==> config.mk <==
export PLATFORM = sky130hd
export DESIGN_NAME = ssr_sync_receiver
export DESIGN_NICKNAME = d
export VERILOG_FILES = /design/src/inc/ssr_pkg.sv /design/src/rtl/ssr_axil_slave.sv /design/src/rtl/ssr_sync_receiver.sv
export VERILOG_INCLUDE_DIRS = /design/src /design/src/inc
export SDC_FILE = /design/constraint.sdc
export NUM_CORES = 1
export LEC_CHECK = 0
export BUFFER_PORTS_ARGS = -buffer_cell sky130_fd_sc_hd__buf_2
export CAP_MARGIN = 30
export CORE_ASPECT_RATIO = 1.4
export CORE_MARGIN = 3
export CORE_UTILIZATION = 49
export DETAILED_ROUTE_END_ITERATION = 10
export HOLD_SLACK_MARGIN = 0.1
export PLACE_DENSITY = 0.81
export SYNTH_ARGS = -nofsm -noshare
export SYNTH_HDL_FRONTEND = slang
export SYNTH_SLANG_ARGS = --single-unit
==> constraint.sdc <==
create_clock -name clk -period 3 [get_ports clk]
set_input_delay 0.6 -clock clk [delete_from_list [all_inputs] [get_ports clk]]
set_output_delay 0.6 -clock clk [all_outputs]
set_load 0.005 [all_outputs]
==> src/inc/ssr_defines.svh <==
`ifndef SSR_DEFINES_SVH
`define SSR_DEFINES_SVH

// ----------------------------------------------------------------
// Register byte offsets
// ----------------------------------------------------------------
`define SSR_OFF_BAUD_CTRL  8'h00
`define SSR_OFF_RX_CTRL    8'h04
`define SSR_OFF_DIV_LOW    8'h08
`define SSR_OFF_DIV_HIGH   8'h0c
`define SSR_OFF_TX_DATA    8'h10
`define SSR_OFF_TX_CTRL    8'h14
`define SSR_OFF_RX_DATA    8'h18
`define SSR_OFF_RX_STATUS  8'h1c

// ----------------------------------------------------------------
// Field positions
// ----------------------------------------------------------------
`define SSR_BIT_RX_IDLE    6
`define SSR_BIT_CKP        4
`define SSR_BIT_PORT_EN    7
`define SSR_BIT_NINE_EN    6
`define SSR_BIT_SINGLE_EN  5
`define SSR_BIT_CONT_EN    4
`define SSR_BIT_OVERRUN    1
`define SSR_BIT_NINTH      0
`define SSR_BIT_CLK_SRC    7
`define SSR_BIT_SYNC       4
`define SSR_BIT_RCV_FLAG   0

// ----------------------------------------------------------------
// Reset values and counts
// ----------------------------------------------------------------
`define SSR_RST_DIV_LOW    8'h07
`define SSR_RST_DIV_HIGH   8'h00
`define SSR_LAST_BIT_8     4'h7
`define SSR_LAST_BIT_9     4'h8
`define SSR_FIFO_FULL      2'h2
`define SSR_RESP_OKAY      2'h0
`define SSR_RESP_SLVERR    2'h2

`endif

==> src/inc/ssr_pkg.sv <==
`include "ssr_defines.svh"

package ssr_pkg;

   // Master shift clock phases
   typedef enum logic [1:0] {
      ST_IDLE = 2'b00,
      ST_WAIT = 2'b01,
      ST_ACT  = 2'b10
   } ssr_state_t;

   // One received character
   typedef struct packed {
      logic       ninth;
      logic [7:0] low;
   } ssr_char_t;

   // One register write from the bus
   typedef struct packed {
      logic [7:0]  addr;
      logic [31:0] data;
      logic [3:0]  strb;
   } ssr_wr_t;

   // Mapped register check, used for both read and write answers
   function automatic logic ssr_hit(input logic [7:0] a);
      ssr_hit = (a[1:0] == 2'h0) && (a <= `SSR_OFF_RX_STATUS);
   endfunction

endpackage

==> src/rtl/ssr_axil_slave.sv <==
`timescale 1ns/1ps
`include "ssr_defines.svh"

module ssr_axil_slave
   import ssr_pkg::*;
(
   // Clock and reset
   input  wire logic        clk,
   input  wire logic        rst,
   // Write address and data
   input  wire logic [7:0]  s_awaddr,
   input  wire logic        s_awvalid,
   output      logic        s_awready,
   input  wire logic [31:0] s_wdata,
   input  wire logic [3:0]  s_wstrb,
   input  wire logic        s_wvalid,
   output      logic        s_wready,
   // Write response
   output      logic [1:0]  s_bresp,
   output      logic        s_bvalid,
   input  wire logic        s_bready,
   // Read address and data
   input  wire logic [7:0]  s_araddr,
   input  wire logic        s_arvalid,
   output      logic        s_arready,
   output      logic [31:0] s_rdata,
   output      logic [1:0]  s_rresp,
   output      logic        s_rvalid,
   input  wire logic        s_rready,
   // Register side
   output      ssr_wr_t     wr,
   output      logic        wr_en,
   output      logic        rd_en,
   output      logic [7:0]  rd_addr,
   input  wire logic [31:0] rd_word
);

   logic aw_full;
   logic w_full;

   // Address and data may arrive in either order
   always_ff @(posedge clk) begin
      if (rst) begin
         aw_full   <= 1'b0;
         w_full    <= 1'b0;
         s_awready <= 1'b0;
         s_wready  <= 1'b0;
         wr        <= '0;
      end else if (aw_full && w_full && !s_bvalid) begin
         aw_full <= 1'b0;
         w_full  <= 1'b0;
      end else begin
         if (s_awvalid && s_awready) begin
            aw_full   <= 1'b1;
            s_awready <= 1'b0;
            wr.addr   <= s_awaddr;
         end else if (!aw_full && !s_bvalid) begin
            s_awready <= 1'b1;
         end
         if (s_wvalid && s_wready) begin
            w_full   <= 1'b1;
            s_wready <= 1'b0;
            wr.data  <= s_wdata;
            wr.strb  <= s_wstrb;
         end else if (!w_full && !s_bvalid) begin
            s_wready <= 1'b1;
         end
      end
   end

   // Write strobe and response once both halves are held
   always_ff @(posedge clk) begin
      if (rst) begin
         wr_en    <= 1'b0;
         s_bvalid <= 1'b0;
         s_bresp  <= `SSR_RESP_OKAY;
      end else begin
         wr_en <= aw_full && w_full && !s_bvalid;
         if (aw_full && w_full && !s_bvalid) begin
            s_bvalid <= 1'b1;
            s_bresp  <= ssr_hit(wr.addr) ? `SSR_RESP_OKAY : `SSR_RESP_SLVERR;
         end else if (s_bready) begin
            s_bvalid <= 1'b0;
         end
      end
   end

   // Read data is captured before the pop strobe acts
   always_ff @(posedge clk) begin
      if (rst) begin
         s_arready <= 1'b0;
         s_rvalid  <= 1'b0;
         s_rdata   <= '0;
         s_rresp   <= `SSR_RESP_OKAY;
         rd_en     <= 1'b0;
         rd_addr   <= '0;
      end else begin
         rd_en <= s_arvalid && s_arready;
         if (s_arvalid && s_arready) begin
            s_arready <= 1'b0;
            s_rvalid  <= 1'b1;
            s_rdata   <= rd_word;
            s_rresp   <= ssr_hit(s_araddr) ? `SSR_RESP_OKAY : `SSR_RESP_SLVERR;
            rd_addr   <= s_araddr;
         end else begin
            if (s_rvalid && s_rready) begin
               s_rvalid <= 1'b0;
            end
            if (!s_rvalid) begin
               s_arready <= 1'b1;
            end
         end
      end
   end

endmodule

==> src/rtl/ssr_sync_receiver.sv <==
`timescale 1ns/1ps
`include "ssr_defines.svh"

module ssr_sync_receiver
   import ssr_pkg::*;
(
   // Clock and reset
   input  wire logic        clk,
   input  wire logic        rst,
   // AXI4-Lite write channels
   input  wire logic [7:0]  s_awaddr,
   input  wire logic        s_awvalid,
   output      logic        s_awready,
   input  wire logic [31:0] s_wdata,
   input  wire logic [3:0]  s_wstrb,
   input  wire logic        s_wvalid,
   output      logic        s_wready,
   output      logic [1:0]  s_bresp,
   output      logic        s_bvalid,
   input  wire logic        s_bready,
   // AXI4-Lite read channels
   input  wire logic [7:0]  s_araddr,
   input  wire logic        s_arvalid,
   output      logic        s_arready,
   output      logic [31:0] s_rdata,
   output      logic [1:0]  s_rresp,
   output      logic        s_rvalid,
   input  wire logic        s_rready,
   // Shift clock pin
   input  wire logic        clock_pin_in,
   output      logic        clock_pin_out,
   output      logic        clock_pin_oe,
   // Data pin
   input  wire logic        data_pin_in,
   output      logic        data_pin_out,
   output      logic        data_pin_oe,
   // Status
   output      logic        receive_flag
);

   // ----------------------------------------------------------------
   // Declarations
   // ----------------------------------------------------------------
   ssr_wr_t     wr;
   logic        wr_en;
   logic        rd_en;
   logic [7:0]  rd_addr;
   logic [31:0] rd_word;
   logic        wr_lane;

   logic        serial_port_enable;
   logic        nine_bit_receive_enable;
   logic        single_receive_enable;
   logic        continuous_receive_enable;
   logic        clock_idle_polarity;
   logic        clock_source_master;
   logic        sync_mode;
   logic [15:0] baud_divisor;

   logic        overrun_flag;
   logic        overrun_cont;
   ssr_char_t   fifo_mem [0:1];
   logic        rd_ptr;
   logic        wr_ptr;
   logic [1:0]  fifo_cnt;
   logic        push;
   logic        pop;
   logic        overflow;
   logic        rx_read;

   logic [8:0]  receive_shift_register;
   logic [3:0]  bit_cnt;
   logic        last_bit;
   logic        rx_go;
   logic        trail;
   logic        char_done;
   ssr_char_t   next_char;

   ssr_state_t  ck_state;
   logic [15:0] ck_cnt;
   logic        mst_trail;
   logic        slv_trail;

   logic [1:0]  pin_raw;
   logic [2:0]  pin_sh [0:1];
   logic [1:0]  pin_lvl;
   logic [1:0]  pin_chg;

   // ----------------------------------------------------------------
   // Bus slave
   // ----------------------------------------------------------------
   ssr_axil_slave u_bus (
      .clk       (clk),
      .rst       (rst),
      .s_awaddr  (s_awaddr),
      .s_awvalid (s_awvalid),
      .s_awready (s_awready),
      .s_wdata   (s_wdata),
      .s_wstrb   (s_wstrb),
      .s_wvalid  (s_wvalid),
      .s_wready  (s_wready),
      .s_bresp   (s_bresp),
      .s_bvalid  (s_bvalid),
      .s_bready  (s_bready),
      .s_araddr  (s_araddr),
      .s_arvalid (s_arvalid),
      .s_arready (s_arready),
      .s_rdata   (s_rdata),
      .s_rresp   (s_rresp),
      .s_rvalid  (s_rvalid),
      .s_rready  (s_rready),
      .wr        (wr),
      .wr_en     (wr_en),
      .rd_en     (rd_en),
      .rd_addr   (rd_addr),
      .rd_word   (rd_word)
   );

   // Registers are one byte wide, so only the low lane writes
   assign wr_lane = wr_en && wr.strb[0];
   assign rx_read = rd_en && (rd_addr == `SSR_OFF_RX_DATA);

   // ----------------------------------------------------------------
   // Configuration registers
   // ----------------------------------------------------------------
   // Baud, polarity and clock source settings
   always_ff @(posedge clk) begin
      if (rst) begin
         clock_idle_polarity <= 1'b0;
         clock_source_master <= 1'b0;
         sync_mode           <= 1'b0;
         baud_divisor        <= {`SSR_RST_DIV_HIGH, `SSR_RST_DIV_LOW};
      end else if (wr_lane) begin
         unique case (wr.addr)
            `SSR_OFF_BAUD_CTRL: clock_idle_polarity <= wr.data[`SSR_BIT_CKP];
            `SSR_OFF_TX_CTRL: begin
               clock_source_master <= wr.data[`SSR_BIT_CLK_SRC];
               sync_mode           <= wr.data[`SSR_BIT_SYNC];
            end
            `SSR_OFF_DIV_LOW:  baud_divisor[7:0]  <= wr.data[7:0];
            `SSR_OFF_DIV_HIGH: baud_divisor[15:8] <= wr.data[7:0];
            default: ;
         endcase
      end
   end

   // Receive control; a software write wins over the hardware clear
   always_ff @(posedge clk) begin
      if (rst) begin
         serial_port_enable        <= 1'b0;
         nine_bit_receive_enable   <= 1'b0;
         single_receive_enable     <= 1'b0;
         continuous_receive_enable <= 1'b0;
      end else if (wr_lane && (wr.addr == `SSR_OFF_RX_CTRL)) begin
         serial_port_enable        <= wr.data[`SSR_BIT_PORT_EN];
         nine_bit_receive_enable   <= wr.data[`SSR_BIT_NINE_EN];
         single_receive_enable     <= wr.data[`SSR_BIT_SINGLE_EN];
         continuous_receive_enable <= wr.data[`SSR_BIT_CONT_EN];
      end else if (char_done) begin
         single_receive_enable <= 1'b0;
      end
   end

   // ----------------------------------------------------------------
   // Pin synchronisers
   // ----------------------------------------------------------------
   assign pin_raw = {data_pin_in, clock_pin_in};

   // Three stages; a level counts once stages two and three agree
   for (genvar i = 0; i < 2; i++) begin : g_sync
      always_ff @(posedge clk) begin
         if (rst) begin
            pin_sh[i]  <= 3'h0;
            pin_lvl[i] <= 1'b0;
         end else begin
            pin_sh[i] <= {pin_sh[i][1:0], pin_raw[i]};
            if (pin_chg[i]) begin
               pin_lvl[i] <= pin_sh[i][2];
            end
         end
      end
      assign pin_chg[i] = (pin_sh[i][1] == pin_sh[i][2]) && (pin_sh[i][2] != pin_lvl[i]);
   end

   // ----------------------------------------------------------------
   // Trailing edge detection
   // ----------------------------------------------------------------
   // Nothing shifts unless an enable is set and no overrun stands
   assign rx_go = serial_port_enable && sync_mode && !overrun_flag &&
                  (single_receive_enable || continuous_receive_enable);

   // Slave: a change back to the idle level is the trailing edge
   assign slv_trail = !clock_source_master && pin_chg[0] &&
                      (pin_sh[0][2] == clock_idle_polarity);

   // Master: leaving the active half is the trailing edge
   assign mst_trail = (ck_state == ST_ACT) && (ck_cnt == 16'h0000);

   assign trail     = rx_go && (clock_source_master ? mst_trail : slv_trail);
   assign last_bit  = bit_cnt == (nine_bit_receive_enable ? `SSR_LAST_BIT_9 : `SSR_LAST_BIT_8);
   assign char_done = trail && last_bit;

   // ----------------------------------------------------------------
   // Master clock generator
   // ----------------------------------------------------------------
   // Each half period lasts baud_divisor plus one clocks; dropping an
   // enable returns the pin to idle at once mid-character
   always_ff @(posedge clk) begin
      if (rst || !(rx_go && clock_source_master)) begin
         ck_state <= ST_IDLE;
         ck_cnt   <= 16'h0000;
      end else begin
         unique case (ck_state)
            ST_IDLE: begin
               ck_state <= ST_WAIT;
               ck_cnt   <= baud_divisor;
            end
            ST_WAIT: begin
               if (ck_cnt == 16'h0000) begin
                  ck_state <= ST_ACT;
                  ck_cnt   <= baud_divisor;
               end else begin
                  ck_cnt <= ck_cnt - 16'h0001;
               end
            end
            ST_ACT: begin
               if (ck_cnt == 16'h0000) begin
                  ck_state <= ST_WAIT;
                  ck_cnt   <= baud_divisor;
               end else begin
                  ck_cnt <= ck_cnt - 16'h0001;
               end
            end
            default: begin
               ck_state <= ST_IDLE;
               ck_cnt   <= 16'h0000;
            end
         endcase
      end
   end

   // ----------------------------------------------------------------
   // Receive shifter
   // ----------------------------------------------------------------
   // Least significant bit arrives first
   always_comb begin
      next_char = receive_shift_register;
      next_char[bit_cnt] = pin_lvl[1];
      if (!nine_bit_receive_enable) begin
         next_char.ninth = 1'b0;
      end
   end

   // Losing the enable drops the partial character
   always_ff @(posedge clk) begin
      if (rst || !rx_go) begin
         bit_cnt <= 4'h0;
      end else if (trail) begin
         receive_shift_register <= next_char;
         bit_cnt <= last_bit ? 4'h0 : bit_cnt + 4'h1;
      end
   end

   // ----------------------------------------------------------------
   // Receive FIFO and overrun
   // ----------------------------------------------------------------
   // A pop in the same cycle makes room for the arriving character
   assign pop      = rx_read && (fifo_cnt != 2'h0);
   assign push     = char_done && ((fifo_cnt != `SSR_FIFO_FULL) || pop);
   assign overflow = char_done && (fifo_cnt == `SSR_FIFO_FULL) && !pop;

   // Storage is not reset; only the pointers say what is valid
   always_ff @(posedge clk) begin
      if (push) begin
         fifo_mem[wr_ptr] <= next_char;
      end
   end

   // Clearing the port enable flushes the whole receiver
   always_ff @(posedge clk) begin
      if (rst || !serial_port_enable) begin
         rd_ptr   <= 1'b0;
         wr_ptr   <= 1'b0;
         fifo_cnt <= 2'h0;
      end else begin
         if (push) begin
            wr_ptr <= ~wr_ptr;
         end
         if (pop) begin
            rd_ptr <= ~rd_ptr;
         end
         fifo_cnt <= fifo_cnt + {1'b0, push} - {1'b0, pop};
      end
   end

   // Overrun remembers which mode it arose in, since that picks its clear
   always_ff @(posedge clk) begin
      if (rst || !serial_port_enable) begin
         overrun_flag <= 1'b0;
         overrun_cont <= 1'b0;
      end else if (overflow) begin
         overrun_flag <= 1'b1;
         overrun_cont <= continuous_receive_enable;
      end else if (overrun_flag) begin
         if (overrun_cont ? !continuous_receive_enable : rx_read) begin
            overrun_flag <= 1'b0;
         end
      end
   end

   // ----------------------------------------------------------------
   // Register read mux
   // ----------------------------------------------------------------
   // Sampled by the slave at the address handshake, before any pop
   always_comb begin
      logic [7:0] b;
      b = 8'h00;
      unique case (s_araddr)
         `SSR_OFF_BAUD_CTRL: begin
            b[`SSR_BIT_RX_IDLE] = bit_cnt == 4'h0;
            b[`SSR_BIT_CKP]     = clock_idle_polarity;
         end
         `SSR_OFF_RX_CTRL: begin
            b[`SSR_BIT_PORT_EN]   = serial_port_enable;
            b[`SSR_BIT_NINE_EN]   = nine_bit_receive_enable;
            b[`SSR_BIT_SINGLE_EN] = single_receive_enable;
            b[`SSR_BIT_CONT_EN]   = continuous_receive_enable;
            b[`SSR_BIT_OVERRUN]   = overrun_flag;
            b[`SSR_BIT_NINTH]     = (fifo_cnt != 2'h0) && fifo_mem[rd_ptr].ninth;
         end
         `SSR_OFF_DIV_LOW:  b = baud_divisor[7:0];
         `SSR_OFF_DIV_HIGH: b = baud_divisor[15:8];
         `SSR_OFF_TX_CTRL: begin
            b[`SSR_BIT_CLK_SRC] = clock_source_master;
            b[`SSR_BIT_SYNC]    = sync_mode;
         end
         `SSR_OFF_RX_DATA: begin
            if (fifo_cnt != 2'h0) begin
               b = fifo_mem[rd_ptr].low;
            end
         end
         `SSR_OFF_RX_STATUS: begin
            b[`SSR_BIT_RCV_FLAG] = fifo_cnt != 2'h0;
            b[2:1]               = fifo_cnt;
         end
         default: b = 8'h00;
      endcase
      rd_word = {24'h000000, b};
   end

   // ----------------------------------------------------------------
   // Pin drivers and status
   // ----------------------------------------------------------------
   // Clock driver on only as master; the data pin is never driven
   // because this block only receives
   always_ff @(posedge clk) begin
      if (rst) begin
         clock_pin_out <= 1'b0;
         clock_pin_oe  <= 1'b0;
         data_pin_out  <= 1'b0;
         data_pin_oe   <= 1'b0;
      end else begin
         clock_pin_out <= (ck_state == ST_ACT) ^ clock_idle_polarity;
         clock_pin_oe  <= serial_port_enable && clock_source_master;
         data_pin_out  <= 1'b0;
         data_pin_oe   <= 1'b0;
      end
   end

   // Flag follows FIFO occupancy one cycle late
   always_ff @(posedge clk) begin
      if (rst) begin
         receive_flag <= 1'b0;
      end else begin
         receive_flag <= fifo_cnt != 2'h0;
      end
   end

endmodule

* Word-level counts from Yosys, hierarchy flattened *
Memories as Yosys holds them, arrays and structs flattened. A register that Yosys moved wholly into a read port is not among the register bits.
Cells that the tools add are included.

word-level totals
  ROM bits = 0
  latch bits = 0
  bits in writable memories = 24
  register bits = 111
  memories = 2
  output and inout port bits = 46
  word-level logic and storage cells = 196

memory list
  name      depth  width  read ports  clocked after memory_dff  write ports  line                     RTL
  fifo_mem  2      9      1           1                         1            ssr_sync_receiver.sv:62  ssr_char_t fifo_mem [0:1];
  pin_sh    2      3      2           0                         2            ssr_sync_receiver.sv:85  logic [2:0] pin_sh [0:1];

cells by class
  bitwise logic cells = 7
  $add $sub $neg = 4
  magnitude comparators = 4
  divide/modulo/power cells = 0
  $mul = 0
  shift operators = 0
  reduce and logical (&&, ||, !) cells = 72
  mux-type cells = 45
  equal/unequal tests = 23

operators by type and width
  operator                                              count
  equality test 8 x 5 -> 1 bit (second input constant)  5
  equality test 8 x 4 -> 1 bit (second input constant)  4
  case mux 16 bit (2 select lines)                      1
  logical AND 1 bit                                     31
  2-to-1 mux 1 bit                                      24
  AND reduction 2 bit                                   10
  equality test 8 x 3 -> 1 bit (second input constant)  2
  <= comparator 8 x 5 -> 1 bit (second input constant)  2
  logical NOT 16 bit                                    1
  logical NOT 8 bit                                     2
  2-to-1 mux 16 bit                                     1
  subtractor 16 x 1 -> 16 bit (second input constant)   1
  nonzero test 2 bit                                    6
  logical NOT 1 bit                                     10
  case mux 1 bit (5 select lines)                       2
  case mux 2 bit (5 select lines)                       1
  bitwise mux 9 bit                                     1
  2-to-1 mux 2 bit                                      4
  2-to-1 mux 4 bit                                      2
  2-to-1 mux 8 bit                                      1
  case mux 1 bit (4 select lines)                       2
  logical NOT 2 bit                                     3
  2-to-1 mux 3 bit                                      2
  != test 2 bit (second input constant)                 3
  other kinds (20)                                      34

* Logic depth before layout (Yosys ltp) *
Gate-level depths: netlist of the first run.
An unclocked memory read counts as a cell.

  depth in word-level cells = 11
  depth in mapped cells = 12
  depth with buffers taken out = 11

* By module *
A second synthesis of the first run with hierarchy kept.

second synthesis, totals
  cell total of the unflattened synthesis = 775
  area total of the unflattened synthesis = 7786.2 um^2

by module, submodules not included
  module             instances  seq. area each (um^2)  area an instance (um^2)  cells an instance
  ssr_sync_receiver  1          2072.0                 4360.4                   438
  ssr_axil_slave     1          1901.8                 3425.8                   337

* Least setup slack after synthesis of the first run *
OpenSTA, ideal clock, no wires.

  kind = register to register
  from = register ck_cnt[9]
  to = register fifo_cnt[1]
  path buffers = 0
  stages on the path, launching flop included = 11
  setup time = 0.118 ns
  setup slack = 0.648 ns
  period minus slack after synthesis = 2.352 ns
  arrival = 2.234 ns
  path through = dfxtp_1 -> nor4_1 -> nand3b_1 -> o21ai_2 -> nand4_1 -> ha_1 -> inv_1 -> ha_1 -> xnor2_1 -> xnor2_1 -> nor2_1

between the ends
  word-level cells in the longest chain between the ends = 8

RTL lines
  element                    line                      RTL
  from (decl)                ssr_sync_receiver.sv:80   logic [15:0] ck_cnt;
  from (signal assigned)     ssr_sync_receiver.sv:216  ck_cnt <= baud_divisor;
  from (signal assigned)     ssr_sync_receiver.sv:221  ck_cnt <= baud_divisor;
  from (signal assigned)     ssr_sync_receiver.sv:223  ck_cnt <= ck_cnt - 16'h0001;
  logical NOT 16 bit         ssr_sync_receiver.sv:197  assign mst_trail = (ck_state == ST_ACT) && (ck_cnt == 16'h0000);
  logical AND 1 bit          ssr_sync_receiver.sv:197
  2-to-1 mux 1 bit           ssr_sync_receiver.sv:199  assign trail = rx_go && (clock_source_master ? mst_trail : slv_trail);
  logical AND 1 bit          ssr_sync_receiver.sv:199
  logical AND 1 bit          ssr_sync_receiver.sv:201  assign char_done = trail && last_bit;
  logical AND 1 bit          ssr_sync_receiver.sv:269  assign push = char_done && ((fifo_cnt != `SSR_FIFO_FULL) || pop);
  adder 2 x 1 -> 2 bit       ssr_sync_receiver.sv:292  fifo_cnt <= fifo_cnt + {1'b0, push} - {1'b0, pop};
  subtractor 2 x 1 -> 2 bit  ssr_sync_receiver.sv:292
  to (signal assigned)       ssr_sync_receiver.sv:292
  to (decl)                  ssr_sync_receiver.sv:65   logic [1:0] fifo_cnt;

Every way passes these cells.
A chain may end at the register's enable or synchronous reset.

* Worst setup path in the final report of the first run *
  from = register ck_cnt[8]
  to = register fifo_cnt[1]

Same word-level chain as after synthesis.

==> reports/results.txt, run 1 <==
IO Port Bufs = 51
Initial antenna violation count = 0
Gr ovfl total = 0
Worst-path cell chain = nor4_1 -> nand3b_1 -> o21ai_2 -> nand4_1 -> ha_1 -> inv_1 -> ha_1 -> xnor2_1 -> xnor2_1 -> nor2_1
Initial Util = 50.7%
Die area = 0.0138 sq mm
Via density = 5.60
Top-area cell type share of the netlist area = 35.2%
Final WL = 13.5 mm
# DRC = 0
Worst path required time = 3290 ps
Seq/Total Area, Yosys = 48.5%
Tcrit/Tclk final = 91.7%
Pre-CTS setup slack = 287 ps
Vias = 4666
Util after Layout = 58.2%
Pwr/cell area = 584 mW/mm^2
Post-synthesis async set-or-reset flop share = 0%
Post-Syn Instances = 619
Layout fillers = 996
CTS tree = yes
Ant diodes = 0
WS Path Type = reg -> reg
Drt wl/cell = 16.2 um
Fin Setup TNS = 0 ps
Die height = 138 um
Post_cts resized = 0
Ys Warns = 0
Largest net degree at the start of global routing = 63
Final Hold Viols = 0
DP HPWL = 9.72 mm
FF-to-FF path depth = 10
F_max = 0.364 GHz
Distinct cells, synth = 60
Clock slew at reported path FFs = 60 ps
Final Worst Setup Slack = 250 ps
Unrepaired setup endpoints after global routing = no
Routed Antenna Nets = 0
Hold buffers post-CTS = 0
Critical path startpoint category = flop
Post-synth top flop = dfxtp_1
Max FO, Critical Path = 6
Total GRT Usage = 20.0%
Mapped Area = 0.00608 sq mm
Die span in x = 100 um
Synth area leaders = dfxtp_1, edfxtp_1, mux2i_1
Ports = 107
Post-synth EDFFs = 27
CTS Buf Count = 17
CTS Buffer Depth = 2
Layout cells sized above 1 = 18.7%
Status = complete, no violations
#FFs+latches synth = 134
Slowest CP cell = nor4_1
LEAKAGE = 0.00274 uW
Vias in the first global route = 4685
Worst hold path cell count = 2
R2R setup slack = 250 ps
Finish-stage setup viols = 0
Postcts setup bufs = 0
Fin nets = 748
Core area = 0.0120 sq mm
Crit path time final = 2750 ps
H-tree depth = 4
Yosys top cell by area = dfxtp_1
Max-slew headroom = 39.1%
Final Max Tran Viols = 0
P&R area growth vs syn = 14.8%
Drt pass-1 iters = 6
First-pass GRT wire length = 21.8 mm
Clk Latency, worst-skew pair = 410 ps
Crit path DAT = 3040 ps
Avg Inst Size Synth = 9.83 sq um
Initial DRC Count = 285
Max IR drop VDD = 0.000416 V
Max Cap Viol = 0
# rows = 47
Crit end category = flop
Hold crit path type = in -> reg
Worst Tran Pin Value = 901 ps
CP peak stage delay = 560 ps
Root Buffer = clkbuf_16
Clk_skew = 8.42 ps
RD Place Congestion = 0.948
Clock sink count = 134
path summary, 6_finish.rpt:
path | startpoint | end
max | ck_cnt[8] | fifo_cnt[1]
min | data_pin_in | pin_sh[1][0]
max reg2reg | ck_cnt[8] | fifo_cnt[1]
min reg2reg | pin_sh[0][0] | pin_sh[0][1]
synthesized netlist by cell type, types with 3 or more instances:
library cell,number
o22ai_1,5
o21ai_0,12
nor2_1,61
nand3b_1,8
edfxtp_1,27
a21oi_2,8
nor3b_1,3
nor2b_1,13
nand4b_1,4
or2_2,3
xnor2_1,14
o32ai_1,3
a22o_1,12
inv_1,15
nor4b_1,3
nor4_1,4
nor3_1,16
nand2b_1,10
mux2_2,11
a21oi_1,28
a2bb2oi_1,3
mux2i_1,39
a22oi_1,15
buf_1,3
a221o_1,3
clkbuf_1,19
dfxtp_1,107
nand2_1,67
and3_1,4
nand4_1,6
buf_4,29
ha_1,13
nand3_1,12
final cells by class:
class                      instances  area (sq um)  share of cell area, %
tap                              147           184                   2.63
timing repair buffer              64           353                   5.05
clock buffer                      22           508                   7.27
clock inverter                     9          90.1                   1.29
multi-input combinational        442          2840                   40.7
inverter                          15          56.3                  0.806
sequential                       134          2950                   42.3
routing by layer:
layer | vias up | global-route usage (%) | routed length (um)
met5 | - | 0 | 0
met4 | 0 | 13.0 | 712
met3 | 42 | 5.07 | 608
met2 | 143 | 34.3 | 6830
met1 | 2229 | 21.8 | 5380
li1 | 2252 | - | -
registers in the layout (all words and copies together), names as in the netlist, 2 cells and up, named ones only:
| name | count |
|---|---|
| fifo_mem | 18 |
| u_bus.wr | 17 |
| baud_divisor | 16 |
| ck_cnt | 16 |
| receive_shift_register | 9 |
| u_bus.rd_addr | 8 |
| u_bus.s_rdata | 8 |
| pin_sh | 6 |
| bit_cnt | 4 |
| ck_state | 2 |
| fifo_cnt | 2 |
| pin_lvl | 2 |
power breakdown:
| part | internal [uW] | switching (uW) | total (uW) |
|---|---|---|---|
| Combinational | 60.3 | 83.9 | 144 |
| Clock | 1280 | 764 | 2050 |
| Sequential | 1860 | 23.9 | 1880 |
through the flow:
step	power, uW	area (sq um)	hold slack [ps]	std cells
3_5_place_dp	2070	6390	424	802
2_1_floorplan	2040	6180	414	646
5_1_grt	4210	6990	414	833
3_3_place_gp	2060	6390	417	802
6_report	4080	6990	394	833
4_1_cts	4100	6990	385	833
worst max-delay path: cells and delay by family (launching register included):
family          cells  cell delay, ps
flops               1             360
fa+ha+maj           2             520
xor+xnor            2             320
compound gates      1             250
simple gates        4            1140
buf+inv             1              40
cell families after synthesis:
logic type                 count (synthesis)  share of synthesized area [%]
other                                      1                         0.0616
AOI/OAI and AO/OA                        105                           12.0
DFF                                      134                           48.5
xor gates and xnor gates                  16                           2.30
and+or+nand+nor                          230                           19.6
buffers and inverters                     70                           6.40
adders and majority gates                 13                           2.67
muxes                                     50                           8.45
cell usage in the layout, fill, tap and decap left out, types with 6 or more instances in the layout:
cell / n
a21oi_1: 28
a21oi_2: 8
a22o_1: 12
a22oi_1: 15
buf_2: 51
buf_4: 13
clkbuf_16: 19
conb_1: 28
dfxtp_1: 107
edfxtp_1: 27
ha_1: 13
inv_1: 15
mux2_2: 11
mux2i_1: 39
nand2_1: 67
nand2b_1: 10
nand3_1: 12
nand3b_1: 8
nand4_1: 6
nor2_1: 61
nor2b_1: 13
nor3_1: 16
o21ai_0: 12
xnor2_1: 14
Note: power is estimated with default switching activity, not from simulation.
==> inputs of run 2 (changes only) <==
--- a/config.mk
+++ b/config.mk
@@ -6,14 +6,15 @@
 export SDC_FILE = /design/constraint.sdc
 export NUM_CORES = 1
 export LEC_CHECK = 0
-export BUFFER_PORTS_ARGS = -buffer_cell sky130_fd_sc_hd__buf_2
 export CAP_MARGIN = 30
 export CORE_ASPECT_RATIO = 1.4
 export CORE_MARGIN = 3
 export CORE_UTILIZATION = 49
 export DETAILED_ROUTE_END_ITERATION = 10
+export DONT_BUFFER_PORTS = 1
 export HOLD_SLACK_MARGIN = 0.1
-export PLACE_DENSITY = 0.81
+export PLACE_DENSITY = 0.74
+export REMOVE_ABC_BUFFERS = 1
 export SYNTH_ARGS = -nofsm -noshare
 export SYNTH_HDL_FRONTEND = slang
 export SYNTH_SLANG_ARGS = --single-unit
==> reports/results.txt, run 2 (synthesis results as in run 1) <==
Status = complete, no violations
IO Port Bufs = 0 (-100%)
Tcrit/Tclk final = 83.7% (-8.0 points)
Vias in the first global route = 4392 (-6.3%)
Most frequent cells in the layout = dfxtp_1, nand2_1, nor2_1
Vias = 4461 (-4.4%)
Worst path required time = 3310 ps (+20 ps)
Core area = 0.0120 sq mm (unchanged)
Max FO, Critical Path = 5 (-1)
Max-slew headroom = 55.1% (+16 points)
Seq pwr share = 48.3% (+2.1 points)
Fin nets = 696 (-7.0%)
Pre-CTS setup slack = 502 ps (+215 ps)
Clock sink count = 134 (unchanged)
P_sw = 870 uW (-0.25%)
First-pass GRT wire length = 21.2 mm (-3.0%)
CTS Buf Count = 17 (unchanged)
Die span in x = 100 um (unchanged)
Comb pwr share = 2.3% (-1.2 points)
Initial Util = 50.7% (unchanged)
Unrepaired setup endpoints after global routing = no
Max IR drop VDD = 0.000353 V (-15%)
Ports = 107 (unchanged)
Final Worst Setup Slack = 490 ps (+240 ps)
Initial DRC Count = 225 (-21%)
# DRC = 0 (unchanged)
Largest registers = fifo_mem (18), u_bus.wr (17)
Initial antenna violation count = 0 (unchanged)
Ant diodes = 0 (unchanged)
Hold buffers post-CTS = 0 (unchanged)
Drt wl/cell = 16.9 um (+3.9%)
DP HPWL = 9.45 mm (-2.7%)
Crit path time final = 2510 ps (-240 ps)
LEAKAGE = 0.00248 uW (-9.2%)
Util after Layout = 55.7% (-2.5 points)
Internal power = 3030 uW (-5.4%)
Total GRT Usage = 19.5% (-0.53 points)
Drt pass-1 iters = 5 (-1)
Hold crit path type = in -> reg
WS Path Type = reg -> reg
Gr ovfl total = 0 (unchanged)
CTS Buffer Depth = 2 (unchanged)
Final Hold Viols = 0 (unchanged)
Routed Antenna Nets = 0 (unchanged)
Crit path DAT = 2820 ps (-220 ps)
F_max = 0.398 GHz (+9.6%)
Max Cap Viol = 0 (unchanged)
H-tree depth = 4 (unchanged)
RD Place Congestion = 0.921 (-2.9%)
Pwr/cell area = 584 mW/mm^2 (about the same)
Max reg flops = 18 (unchanged)
# rows = 47 (unchanged)
Worst Tran Pin Value = 668 ps (-233 ps)
Clk_skew = 8.11 ps (-0.314 ps)
Clock share of power = 49.4% (-0.9 points)
Top reg by flops = fifo_mem
Layout cells sized above 1 = 12.1% (-6.5 points)
Die height = 138 um (unchanged)
CTS tree = yes
Critical path startpoint category = flop
Fin Setup TNS = 0 ps (unchanged)
Commonest non-fill, non-tap cell in the layout = dfxtp_1
P&R area growth vs syn = 9.91%
Post_cts resized = 0 (unchanged)
Final WL = 13.2 mm (-2.4%)
Switching Share = 22.3% (+0.91 points)
Final Max Tran Viols = 0 (unchanged)
Hold slack = 251 ps (-143 ps)
Largest net degree at the start of global routing = 67 (+6.3%)
Via density = 5.70 (+1.8%)
Crit end category = flop
Finish-stage setup viols = 0 (unchanged)
Clock slew at reported path FFs = 60 ps (about the same)
Root Buffer = clkbuf_16
Die area = 0.0138 sq mm (unchanged)
Clk Latency, worst-skew pair = 420 ps (about the same)
Postcts setup bufs = 0 (unchanged)
==> run 2: metrics by stage <==
step           cell area, sq um  total power, uW  std cells
2_1_floorplan              5850             1990        591
3_3_place_gp               6130             2010        750
3_5_place_dp               6130             2010        750
4_1_cts                    6690             3930        782
5_1_grt                    6690             4020        782
6_report                   6690             3900        782
==> run 2: per-layer routing <==
| layer | GRT usage, % | part of all wire (%) |
|---|---|---|
| met5 | 0 | 0 |
| met4 | 11.9 | 5.0 |
| met3 | 4.91 | 5.5 |
| met2 | 33.9 | 51 |
| met1 | 21.1 | 38 |
==> run 2: worst paths after layout <==
path | start | endpoint | slack, ps | cells after the start
worst max-delay path | ck_cnt[9] | fifo_cnt[1] | 490 | 10
worst min-delay path | rst | u_bus.wr[5] | 250 | 1
worst max register to register | ck_cnt[9] | fifo_cnt[1] | 490 | 10
worst min register to register | pin_sh[0][0] | pin_sh[0][1] | 440 | 1
==> run 2: final cells by class <==
cell class	instances	area [sq um]
inverter	15	56.3
timing repair buffer	12	90.1
clock inverter	13	96.3
tap	147	184
fill	1008	5310
multi-input combinational	442	2840
clock buffer	19	464
sequential	134	2950
==> run 2: critical path: stages (launching register included) <==
cell      delay, ps
dfxtp_1         350
nor4_1          460
nand3b_1        290
o21ai_2         220
nand4_1         170
ha_1            330
inv_1            40
ha_1            180
xnor2_1         170
xnor2_1         140
nor2_1           50
==> run 2: power groups by stage <==
stage               logic [uW]  registers, uW  clock network (uW)
floorplan                 74.6           1920                   0
global placement          85.4           1920                   0
detailed placement        89.4           1920                   0
CTS                       90.3           1890                1950
global route               103           1890                2020
finish                    90.1           1890                1930
==> inputs of run 3 (changes only) <==
==> constraint.sdc (replaced) <==
create_clock -name clk -period 2.42 [get_ports clk]
set_input_delay 0.484 -clock clk [delete_from_list [all_inputs] [get_ports clk]]
set_output_delay 0.484 -clock clk [all_outputs]
set_load 0.005 [all_outputs]
==> reports/results.txt, run 3 (synthesis results as in run 1) <==
Clock share of power = 51.1% (+1.7 points)
DP HPWL = 9.73 mm (+2.9%)
# DRC = 0 (unchanged)
Largest registers = fifo_mem (18), u_bus.wr (17)
Ant diodes = 0 (unchanged)
Fin Setup TNS = 0 ps (unchanged)
Crit path DAT = 2550 ps (-270 ps)
Total GRT Usage = 19.9% (+0.40 points)
Clock sink count = 134 (unchanged)
H-tree depth = 4 (unchanged)
Seq pwr share = 46.7% (-1.6 points)
Via density = 5.60 (-1.8%)
First-pass GRT wire length = 21.4 mm (+1.3%)
Vias = 4448 (-0.29%)
F_max = 0.444 GHz (+11%)
Drt wl/cell = 16.8 um (-0.55%)
Die height = 138 um (unchanged)
Gr ovfl total = 0 (unchanged)
Ports = 107 (unchanged)
Layout fillers = 1029 (+2.1%)
Max FO, Critical Path = 3 (-2)
Clock slew at reported path FFs = 60 ps (about the same)
Comb pwr share = 2.2% (about the same)
Status = complete, no violations
Commonest non-fill, non-tap cell in the layout = dfxtp_1
Hold buffers post-CTS = 0 (unchanged)
Worst path required time = 2720 ps (-590 ps)
Clk_skew = 10.4 ps (+2.24 ps)
CTS Buffer Depth = 2 (unchanged)
Max IR drop VDD = 0.000462 V (+31%)
Max reg flops = 18 (unchanged)
Most frequent cells in the layout = dfxtp_1, nand2_1, nor2_1
Fin nets = 708 (+1.7%)
Top reg by flops = fifo_mem
P&R area growth vs syn = 12.2%
WS Path Type = reg -> reg
Crit path time final = 2250 ps (-257 ps)
Routed Antenna Nets = 0 (unchanged)
IO Port Bufs = 0 (unchanged)
Largest net degree at the start of global routing = 67 (unchanged)
Hold slack = 138 ps (-113 ps)
Unrepaired setup endpoints after global routing = no
Tcrit/Tclk final = 93.1% (+9.4 points)
Layout cells sized above 1 = 13.9% (+1.8 points)
Worst-path cell chain = nor4b_1 -> nand4_1 -> nand3b_1 -> nand4_1 -> ha_1 -> inv_1 -> ha_1 -> xnor2_1 -> xnor2_1 -> nor2_1
Hold crit path type = in -> reg
Crit end category = flop
P_sw = 1030 uW (+18%)
Internal power = 3980 uW (+31%)
CTS tree = yes
Fin cells = 794 (+1.5%)
CP peak stage delay = 390 ps (-70 ps)
Initial DRC Count = 267 (+19%)
Max Cap Viol = 0 (unchanged)
Finish-stage setup viols = 0 (unchanged)
Vias in the first global route = 4376 (-0.36%)
Pwr/cell area = 734 mW/mm^2 (+26%)
Max-slew headroom = 48.1% (-7.0 points)
Final Max Tran Viols = 0 (unchanged)
Core area = 0.0120 sq mm (unchanged)
Drt pass-1 iters = 4 (-1)
Placed cell count = 762 (+1.6%)
Root Buffer = clkbuf_16
Final WL = 13.3 mm (+0.98%)
Die span in x = 100 um (unchanged)
Critical path startpoint category = flop
Postcts setup bufs = 0 (unchanged)
Switching Share = 20.5% (-1.8 points)
CTS Buf Count = 17 (unchanged)
Worst Tran Pin Value = 772 ps (+104 ps)
Clk Latency, worst-skew pair = 410 ps (about the same)
Slowest CP cell = nor4b_1
RD Place Congestion = 0.935 (+1.5%)
Final Hold Viols = 0 (unchanged)
Post_cts resized = 0 (unchanged)
Initial antenna violation count = 0 (unchanged)
Die area = 0.0138 sq mm (unchanged)
LEAKAGE = 0.00257 uW (+3.7%)
# rows = 47 (unchanged)
Initial Util = 50.7% (unchanged)
[run 3: changes by cell type in the layout (fill, tap and decap cells not counted), moves of 2 or more]
cell,change
buf_4,+12
clkinv_2,+3
bufinv_16,+2
clkinv_4,-2
clkinvlp_4,-2
[run 3: final timing paths]
| kind | cells after the start | endpoint | from | slack [ps] |
|---|---|---|---|---|
| worst max-delay path | 10 | fifo_cnt[1] | u_bus.rd_addr[5] | 170 |
| worst min register to register | 1 | pin_sh[1][1] | pin_sh[1][0] | 430 |
| worst max register to register | 10 | fifo_cnt[1] | u_bus.rd_addr[5] | 170 |
| worst min-delay path | 1 | baud_divisor[10] | rst | 140 |
[run 3: power groups by stage]
stage	combinational, uW	sequential [uW]	clock, uW
floorplan	92.5	2380	0
global placement	107	2380	0
detailed placement	111	2390	0
CTS	111	2340	2600
global route	127	2340	2700
finish	111	2340	2560
[run 3: layout make-up]
cell class | instances | area (sq um) | area share, %
timing repair buffer | 24 | 180 | 2.64
clock buffer | 20 | 478 | 7.00
sequential | 134 | 2950 | 43.3
tap | 147 | 184 | 2.70
clock inverter | 12 | 124 | 1.82
multi-input combinational | 442 | 2850 | 41.7
inverter | 15 | 56.3 | 0.825
[run 3: layer usage]
metal	track usage [%]	wire length, um	vias up
met3	5.22	673	34
met2	33.9	6790	137
met5	0	0	-
li1	-	-	2168
met4	12.7	607	0
met1	21.8	5260	2109
[run 3: per-stage QoR]
stage,area [sq um],utilization (%),total power [uW],setup slack (ps)
final,6820,56.9,5010,167
after global routing,6820,56.9,5170,11.3
after CTS,6820,56.8,5050,132
after detailed placement,6220,51.8,2500,145
after global placement,6220,51.8,2490,168
after floorplan,5850,-,2470,67.6
[run 3: worst max-delay path: cells and delay by family (launching register included)]
family | cells | cell delay [ps]
buffers and inverters | 1 | 40
XOR/XNOR | 2 | 300
flip-flops | 1 | 320
adder cells (fa/ha/maj) | 2 | 490
AND/OR/NAND/NOR | 5 | 990
